$ cat config.mk
export PLATFORM = sky130hd
export DESIGN_NAME = ccp_standard_pwm
export DESIGN_NICKNAME = d
export VERILOG_FILES = /design/src/logic/pwm_pkg.sv /design/src/logic/ccp_standard_pwm.sv
export SDC_FILE = /design/constraint.sdc
export NUM_CORES = 1
export LEC_CHECK = 0
export BUFFER_PORTS_ARGS = -buffer_cell sky130_fd_sc_hd__buf_2
export CAP_MARGIN = 20
export CORE_MARGIN = 3
export CORE_UTILIZATION = 45
export CTS_BUF_LIST = sky130_fd_sc_hd__clkbuf_4 sky130_fd_sc_hd__clkbuf_8 sky130_fd_sc_hd__clkbuf_16
export CTS_CLUSTER_DIAMETER = 50
export DETAILED_ROUTE_END_ITERATION = 12
export GPL_TIMING_DRIVEN = 0
export PLACE_DENSITY = 0.66
export SLEW_MARGIN = 5
export SYNTH_ARGS = -nofsm -noshare
export SYNTH_HDL_FRONTEND = slang
export SYNTH_SLANG_ARGS = --single-unit
$ cat constraint.sdc
create_clock -name pclk -period 4.5 [get_ports pclk]
set_clock_uncertainty 0.1 [all_clocks]
set_input_delay 0.9 -clock pclk [delete_from_list [all_inputs] [get_ports pclk]]
set_output_delay 0.9 -clock pclk [all_outputs]
set_load 0.005 [all_outputs]
$ cat src/logic/pwm_pkg.sv
// package: register map, fields, reset values and types of the standard pwm unit
//Contract
//- period is (period_limit+1) x 4 oscillator clocks x prescale factor
//- increment after timebase_count equals period_limit clears it and starts a period
//- pin goes high at period start unless duty value is zero
//- at rollover buffered duty copies into duty_active_high and the 2-bit latch
//- duty is 10 bits: duty_high_buffer upper eight, ccp_control bits 5:4 lower two
//- duty writes accepted anytime, take effect only at next rollover
//- in pwm mode duty_active_high reads back but ignores writes
//- duty is double buffered through duty_active_high and hidden latch, no glitches
//- 10-bit timebase is timebase_count plus phase bits or prescaler bits
//- timebase equal to active duty drives pin low for rest of period
//- high time equals duty x oscillator period x prescale factor
//- duty beyond period length leaves the pin unchanged, no clearing edge
//- postscaler has no effect on pwm period
//- prescale select offers division by 1, 4 and 16
//- resolution is log2(4 x (period_limit+1)), 10 bits at limit 255
//- in sleep counter and all state hold, pin keeps level
//- reset makes pin an input and loads all reset values
//- period rollover sets timebase_match_flag
//- mode field zero turns unit off, resets it, releases the pin
package pwm_pkg;
  localparam logic [7:0] ADDR_CCP_CONTROL = 8'h00;
  localparam logic [7:0] ADDR_DUTY_HIGH_BUFFER = 8'h04;
  localparam logic [7:0] ADDR_DUTY_ACTIVE_HIGH = 8'h08;
  localparam logic [7:0] ADDR_PERIOD_LIMIT = 8'h0c;
  localparam logic [7:0] ADDR_TIMEBASE_CONTROL = 8'h10;
  localparam logic [7:0] ADDR_TIMEBASE_COUNT = 8'h14;
  localparam logic [7:0] ADDR_FLAGS = 8'h18;
  localparam logic [7:0] ADDR_PIN_CONTROL = 8'h1c;
  // ccp_control fields
  localparam int MODE_LSB = 0;
  localparam int DUTY_LOW_LSB = 4;
  // timebase_control fields
  localparam int PRESCALE_LSB = 0;
  localparam int RUN_BIT = 2;
  localparam int POSTSCALE_LSB = 3;
  // flag register and pin control bit positions
  localparam int MATCH_FLAG_BIT = 1;
  localparam int PIN_DIR_BIT = 0;
  // reset values
  localparam logic [7:0] CCP_CONTROL_RST = 8'h00;
  localparam logic [7:0] DUTY_HIGH_RST = 8'h00;
  localparam logic [7:0] PERIOD_LIMIT_RST = 8'hff;
  localparam logic [7:0] TIMEBASE_CONTROL_RST = 8'h00;
  localparam logic [7:0] TIMEBASE_COUNT_RST = 8'h00;
  localparam logic PIN_DIR_RST = 1'b1;
  // oscillator clocks per timer increment at 1:1
  localparam int OSC_PER_INCR = 4;
  localparam logic [5:0] DIV_LAST_PS1 = 6'h03;
  localparam logic [5:0] DIV_LAST_PS4 = 6'h0f;
  localparam logic [5:0] DIV_LAST_PS16 = 6'h3f;

  typedef enum logic [3:0] {
    MODE_OFF = 4'b0000,
    MODE_PWM0 = 4'b1100,
    MODE_PWM1 = 4'b1101,
    MODE_PWM2 = 4'b1110,
    MODE_PWM3 = 4'b1111
  } mode_t;

  typedef enum logic [1:0] {
    PS_DIV1 = 2'b00,
    PS_DIV4 = 2'b01,
    PS_DIV16 = 2'b10,
    PS_DIV16B = 2'b11
  } prescale_t;

  typedef struct packed {
    logic [7:0] high;
    logic [1:0] low;
  } duty_t;

  typedef struct packed {
    logic level;
    logic oe;
  } pin_t;
endpackage : pwm_pkg

$ cat src/logic/ccp_standard_pwm.sv
// standard-mode pwm generator with apb register access
//
// The APB slave port and the register addresses are this design's own decisions.
`timescale 1ns/1ps
module ccp_standard_pwm (
  // clock and reset
  input wire logic pclk,
  input wire logic presetn,
  // apb slave
  input wire logic psel,
  input wire logic penable,
  input wire logic pwrite,
  input wire logic [7:0] paddr,
  input wire logic [31:0] pwdata,
  output logic [31:0] prdata,
  output logic pready,
  output logic pslverr,
  // power state
  input wire logic sleep,
  // pulse output pin
  output pwm_pkg::pin_t pwm_pin
);
  import pwm_pkg::*;

  logic [3:0] mode_reg;
  logic [7:0] duty_high_buffer_reg;
  logic [1:0] duty_low_bits_reg;
  duty_t duty_active_reg;
  logic [7:0] period_limit_reg;
  logic [1:0] prescale_sel_reg;
  logic timebase_run_reg;
  logic [3:0] postscale_sel_reg;
  logic [7:0] timebase_count_reg;
  logic [5:0] div_reg;
  logic match_flag_reg;
  logic pin_direction_reg;
  logic pin_level_reg;
  logic pin_oe_reg;
  logic [31:0] prdata_reg;
  logic pready_reg;
  logic pslverr_reg;

  logic pwm_mode;
  logic running;
  logic tick;
  logic rollover;
  logic [5:0] div_last;
  logic [1:0] sub_bits;
  duty_t timebase;
  duty_t duty_buffered;
  logic wr_en;
  logic mapped;
  logic [31:0] rd_value;
  logic step;
  logic match_next;

  // mode decode
  always_comb
  begin
    case (mode_t'(mode_reg))
      MODE_PWM0, MODE_PWM1, MODE_PWM2, MODE_PWM3: pwm_mode = 1'b1;
      default: pwm_mode = 1'b0;
    endcase
  end

  // prescale decode; postscale is stored but never used here
  always_comb
  begin
    case (prescale_t'(prescale_sel_reg))
      PS_DIV1: div_last = DIV_LAST_PS1;
      PS_DIV4: div_last = DIV_LAST_PS4;
      default: div_last = DIV_LAST_PS16;
    endcase
  end

  // low timebase bits: oscillator phase at 1:1, prescaler bits otherwise
  always_comb
  begin
    case (prescale_t'(prescale_sel_reg))
      PS_DIV1: sub_bits = div_reg[1:0];
      PS_DIV4: sub_bits = div_reg[3:2];
      default: sub_bits = div_reg[5:4];
    endcase
  end

  // timebase advance: its low bits move on at this edge
  always_comb
  begin
    case (prescale_t'(prescale_sel_reg))
      PS_DIV1: step = running;
      PS_DIV4: step = running & (div_reg[1:0] == DIV_LAST_PS1[1:0]);
      default: step = running & (div_reg[3:0] == DIV_LAST_PS4[3:0]);
    endcase
  end

  // timebase reaches the active duty at the next edge, so the pin falls on time
  assign match_next = step & (({1'b0, timebase} + 11'h001) == {1'b0, duty_active_reg});

  // sleep stops all counting
  assign running = timebase_run_reg & ~sleep;
  // one increment every 4 x prescale oscillator clocks
  assign tick = running & (div_reg == div_last);
  assign rollover = tick & (timebase_count_reg == period_limit_reg);
  assign timebase = '{high: timebase_count_reg, low: sub_bits};
  assign duty_buffered = '{high: duty_high_buffer_reg, low: duty_low_bits_reg};

  // apb decode
  assign wr_en = psel & penable & pready_reg & pwrite;
  always_comb
  begin
    mapped = 1'b1;
    rd_value = 32'h0000_0000;
    case (paddr)
      ADDR_CCP_CONTROL:
        rd_value[7:0] = {2'b00, duty_low_bits_reg, mode_reg};
      ADDR_DUTY_HIGH_BUFFER:
        rd_value[7:0] = duty_high_buffer_reg;
      ADDR_DUTY_ACTIVE_HIGH:
        rd_value[7:0] = duty_active_reg.high;
      ADDR_PERIOD_LIMIT:
        rd_value[7:0] = period_limit_reg;
      ADDR_TIMEBASE_CONTROL:
        rd_value[7:0] = {1'b0, postscale_sel_reg, timebase_run_reg, prescale_sel_reg};
      ADDR_TIMEBASE_COUNT:
        rd_value[7:0] = timebase_count_reg;
      ADDR_FLAGS:
        rd_value[MATCH_FLAG_BIT] = match_flag_reg;
      ADDR_PIN_CONTROL:
        rd_value[PIN_DIR_BIT] = pin_direction_reg;
      default:
        mapped = 1'b0;
    endcase
  end

  // apb answer, one access cycle, registered
  always_ff @(posedge pclk or negedge presetn)
  begin
    if (!presetn)
    begin
      pready_reg <= 1'b0;
      prdata_reg <= 32'h0000_0000;
      pslverr_reg <= 1'b0;
    end
    else
    begin
      pready_reg <= psel & ~penable;
      prdata_reg <= (psel & ~penable & ~pwrite) ? rd_value : 32'h0000_0000;
      pslverr_reg <= psel & ~penable & ~mapped;
    end
  end

  // control registers, writable any time
  always_ff @(posedge pclk or negedge presetn)
  begin
    if (!presetn)
    begin
      mode_reg <= CCP_CONTROL_RST[MODE_LSB +: 4];
      duty_low_bits_reg <= CCP_CONTROL_RST[DUTY_LOW_LSB +: 2];
      duty_high_buffer_reg <= DUTY_HIGH_RST;
      period_limit_reg <= PERIOD_LIMIT_RST;
      prescale_sel_reg <= TIMEBASE_CONTROL_RST[PRESCALE_LSB +: 2];
      timebase_run_reg <= TIMEBASE_CONTROL_RST[RUN_BIT];
      postscale_sel_reg <= TIMEBASE_CONTROL_RST[POSTSCALE_LSB +: 4];
      pin_direction_reg <= PIN_DIR_RST;
    end
    else if (wr_en && mapped)
    begin
      case (paddr)
        ADDR_CCP_CONTROL:
        begin
          mode_reg <= pwdata[MODE_LSB +: 4];
          duty_low_bits_reg <= pwdata[DUTY_LOW_LSB +: 2];
        end
        ADDR_DUTY_HIGH_BUFFER: duty_high_buffer_reg <= pwdata[7:0];
        ADDR_PERIOD_LIMIT: period_limit_reg <= pwdata[7:0];
        ADDR_TIMEBASE_CONTROL:
        begin
          prescale_sel_reg <= pwdata[PRESCALE_LSB +: 2];
          timebase_run_reg <= pwdata[RUN_BIT];
          postscale_sel_reg <= pwdata[POSTSCALE_LSB +: 4];
        end
        ADDR_PIN_CONTROL: pin_direction_reg <= pwdata[PIN_DIR_BIT];
        default: pin_direction_reg <= pin_direction_reg;
      endcase
    end
  end

  // oscillator phase and prescaler divider
  always_ff @(posedge pclk or negedge presetn)
  begin
    if (!presetn)
      div_reg <= 6'h00;
    else if (wr_en && paddr == ADDR_TIMEBASE_COUNT)
      div_reg <= 6'h00;
    else if (tick)
      div_reg <= 6'h00;
    else if (running)
      div_reg <= div_reg + 6'h01;
  end

  // period timer
  always_ff @(posedge pclk or negedge presetn)
  begin
    if (!presetn)
      timebase_count_reg <= TIMEBASE_COUNT_RST;
    else if (wr_en && paddr == ADDR_TIMEBASE_COUNT)
      timebase_count_reg <= pwdata[7:0];
    else if (rollover)
      timebase_count_reg <= 8'h00;
    else if (tick)
      timebase_count_reg <= timebase_count_reg + 8'h01;
  end

  // match flag: set at rollover wins over a software clear
  always_ff @(posedge pclk or negedge presetn)
  begin
    if (!presetn)
      match_flag_reg <= 1'b0;
    else if (rollover)
      match_flag_reg <= 1'b1;
    else if (wr_en && paddr == ADDR_FLAGS)
      match_flag_reg <= pwdata[MATCH_FLAG_BIT];
  end

  // active duty: latched at rollover, read-only in pwm mode
  always_ff @(posedge pclk or negedge presetn)
  begin
    if (!presetn)
      duty_active_reg <= '0;
    else if (mode_reg == MODE_OFF)
      duty_active_reg <= '0;
    else if (rollover && pwm_mode)
      duty_active_reg <= duty_buffered;
    else if (!pwm_mode && wr_en && paddr == ADDR_DUTY_ACTIVE_HIGH)
      duty_active_reg.high <= pwdata[7:0];
  end

  // pin level flip-flop
  always_ff @(posedge pclk or negedge presetn)
  begin
    if (!presetn)
      pin_level_reg <= 1'b0;
    else if (!pwm_mode)
      pin_level_reg <= 1'b0;
    else if (rollover)
      pin_level_reg <= (duty_buffered != '0);
    else if (match_next)
      pin_level_reg <= 1'b0; // duty past period never matches
  end

  // output driver: only in pwm mode with pin set as output
  always_ff @(posedge pclk or negedge presetn)
  begin
    if (!presetn)
      pin_oe_reg <= 1'b0;
    else
      pin_oe_reg <= pwm_mode & ~pin_direction_reg;
  end

  assign prdata = prdata_reg;
  assign pready = pready_reg;
  assign pslverr = pslverr_reg;
  assign pwm_pin = '{level: pin_level_reg, oe: pin_oe_reg};
endmodule : ccp_standard_pwm

==> summary.txt <==
Place
  • Gpl congestion: 0.864
  • Final HPWL DP: ~7.6 mm
  • Port bufs: 31
  • Cell Area, Placed: 0.00441 sq mm

Run
  • Max Cap Viol: 0

Clocking
  • Hold_buf cts: 0
  • Reg clk slew, reported paths: 0.07 ns
  • TritonCTS buffer count: 9
  • Post-CTS Setup Inserts: 0
  • CTS H-tree lvls: 3
  • Resized Gates After CTS: 0
  • Skew-Pair Late Insertion Delay: 0.35 ns
  • CTS max path bufs: 2
  • CTS root buffer: clkbuf_8
  • Sink Count: 67
  • CTS tree: built

Setup path
  • Slowest cell on the critical path: or4b_1
  • Buf/Inv on CP: 1
  • R2R setup slack: 1.15 ns
  • CP startpoint kind: register
  • Slowest stage delay, CP: 0.54 ns
  • R2R Path Start: prescale_sel_reg[1]
  • Worst path top cell family by delay: simple AND/OR/NAND/NOR gates
  • Cells along the critical path: clkbuf_1, mux2_2, ha_1, xnor2_1, o311ai_0, or4_1, or4b_1, a211oi_2, a31oi_1
  • Arr. time, crit path: 3.47 ns
  • Worst path required time: 4.62 ns
  • Max Fanout on Critical Path: 10
  • Nature of the critical path endpoint: register
  • Reg2Reg Depth: 9
  • WS Path Type: reg -> reg
  • R2R Path End: pin_level_reg

Floorplan
  • Die width: 101 microns
  • Row count: 33
  • Core footprint: 0.00846 sq mm
  • Starting Density: 47.7%
  • Total Die Area: 0.0101 sq mm
  • DIE HEIGHT: 101 microns
  • I/O pins: 82

Layout
  • Layout Nets: 512
  • Commonest non-fill, non-tap cells in the layout: dfrtp_1 (58), buf_2 (40), nand2_1 (35), mux2_2 (32), buf_4 (30)
  • Post-route cell area: 0.00461 sq mm
  • Diode count: 0
  • Share of layout cells above drive strength 1: 30.3%
  • Most common cell after layout, fill and taps aside: dfrtp_1
  • Fillers: 780
  • P&R area growth vs syn: 14.3%
  • Max reg flops: 10

Yosys
  • Syn Area/Cell: 10.1 sq um
  • Synth warn: 0
  • Ys async rst share: 100%
  • Synthesized area: 0.00404 sq mm
  • Post-synth cell types: 59
  • Cell count after synthesis: 398
  • Flops & latches, synth: 67
  • EDFF count, synth: 0
  • Register area share after synthesis: 41.8%
  • Top FF cell, synth: dfrtp_1

Global route
  • Largest net degree at the start of global routing: 68
  • Total gr overflow: 0
  • Total GRT Usage: 21.2%
  • Initial antenna violation count: 0
  • Number of global-route vias before repair: 3052
  • First-pass GRT wire length: about 16 mm

Power
  • VDD IR max: 163 uV
  • PD cells: 258 mW/mm^2
  • Leak pwr: 2.12 nW

Detailed routing
  • Routed Antenna Nets: 0
  • Drt wl/cell: about 18 microns
  • Vias per inst: 5.72
  • Drt pass-1 iters: 4
  • Final WL: 10.4 mm
  • Vias: 3278
  • DRC: 0
  • Initial DRC count: 199

STA
  • # setup viols final: 0
  • Tcrit/Tclk final: 74.4%
  • RSZ-0062 raised after global routing: no
  • Fmax: between 0.2 and 0.3 GHz
  • Setup TNS: 0 ns
  • Worst-Margin Slew: 0.969 ns
  • Min Tclk post-route: 3.35 ns
  • Final Hold Viols: 0
  • Max-slew headroom: 35.4%
  • Fin. max-slew vios: 0

Hold path
  • Hold Startpoint: match_flag_reg
  • Hold EP: match_flag_reg
  • Worst Hold Class: reg -> reg
  • Hold path depth: 1

Outcome
  • Status: finished, final reports clean
## kinds of logic (layout without fill, tap and decap cells)
kind of cell             count (synthesis)  after routing  synth area share, %
AND/OR/NAND/NOR                        127            127                 16.8
XOR/XNOR                                21             21                 4.56
other                                    1             24               0.0929
buffers and inverters                   50             97                 7.84
AO/OA/AOI/OAI                           75             75                 13.2
multiplexers                            54             54                 14.7
adder cells (fa/ha/maj)                  3              3                0.930
flip-flops                              67             67                 41.8
## metrics by stage
stage | hold slack, ns | utilization [%] | setup slack, ns | cells | power (mW)
after global placement | 0.369 | 52.1 | 1.02 | 557 | 0.689
after CTS | 0.405 | 54.5 | 1.14 | 573 | 1.20
after floorplan | 0.353 | - | 1.37 | 421 | 0.655
after global routing | 0.412 | 54.5 | 0.919 | 573 | 1.24
final | 0.407 | 54.5 | 1.15 | 573 | 1.19
after detailed placement | 0.382 | 52.1 | 0.960 | 557 | 0.690
## layout make-up
cell class              instances  area, sq um  area share, %
repair buffers                 31          158           3.42
plain buffers                  48          309           6.70
well taps                     105          131           2.85
multi-input cells             304         2120           45.9
flip-flops and latches         67         1690           36.6
inverters                       2         7.51          0.163
clock buffers                   9          124           2.69
clock inverters                 7         76.3           1.66
## worst max path at each step
stage,start,endpoint,slack [ns],cells past startpoint
2_1_floorplan,prescale_sel_reg[0],pin_level_reg,1.37,10
3_3_place_gp,paddr[4],postscale_sel_reg[1],1.02,6
3_5_place_dp,paddr[2],timebase_count_reg[4],0.96,8
4_1_cts,prescale_sel_reg[1],pin_level_reg,1.14,9
5_1_grt,prescale_sel_reg[1],pin_level_reg,0.92,10
6_report,prescale_sel_reg[1],pin_level_reg,1.15,9
## report_power, final
group | leakage (nW) | switching (mW) | internal [mW]
Clock | 0.0958 | 0.251 | 0.258
Combinational | 1.12 | 0.0456 | 0.0290
Sequential | 0.901 | 0.000743 | 0.604
## routing by layer
layer  vias up  global-route usage (%)  part of all wire, %
li1       1540                       -                    -
met1      1626                    29.7                   46
met2       100                    33.4                   47
met3        12                    4.22                  5.3
met4         0                    6.11                  1.4
met5         -                       0                    0
## synth_stat cells (2+ instances only)
| master | count | area, sq um |
|---|---|---|
| a21oi_1 | 8 | 40.0 |
| a221oi_1 | 8 | 70.1 |
| a22oi_1 | 5 | 37.5 |
| a311oi_1 | 3 | 26.3 |
| a31o_2 | 2 | 17.5 |
| a31oi_1 | 8 | 50.1 |
| and3_1 | 8 | 50.1 |
| and4_1 | 2 | 17.5 |
| buf_2 | 10 | 50.1 |
| buf_4 | 29 | 218 |
| clkbuf_1 | 7 | 26.3 |
| dfrtp_1 | 58 | 1450 |
| dfstp_2 | 9 | 236 |
| ha_1 | 3 | 37.5 |
| mux2_2 | 32 | 360 |
| mux2i_1 | 20 | 200 |
| nand2_1 | 35 | 131 |
| nand2b_1 | 5 | 31.3 |
| nand3_1 | 11 | 55.1 |
| nand3b_1 | 3 | 22.5 |
| nand4_1 | 5 | 31.3 |
| nor2_1 | 26 | 97.6 |
| nor2b_1 | 3 | 18.8 |
| nor3_1 | 9 | 45.0 |
| nor3_2 | 2 | 20.0 |
| nor3b_1 | 4 | 30.0 |
| nor4_1 | 3 | 18.8 |
| o211ai_1 | 2 | 15.0 |
| o21ai_0 | 20 | 100 |
| o21ai_1 | 2 | 10.0 |
| o2bb2ai_1 | 7 | 61.3 |
| or3_1 | 2 | 12.5 |
| or4b_1 | 2 | 20.0 |
| xnor2_1 | 13 | 114 |
| xor2_1 | 8 | 70.1 |
Power figures use the tool's default switching activity.
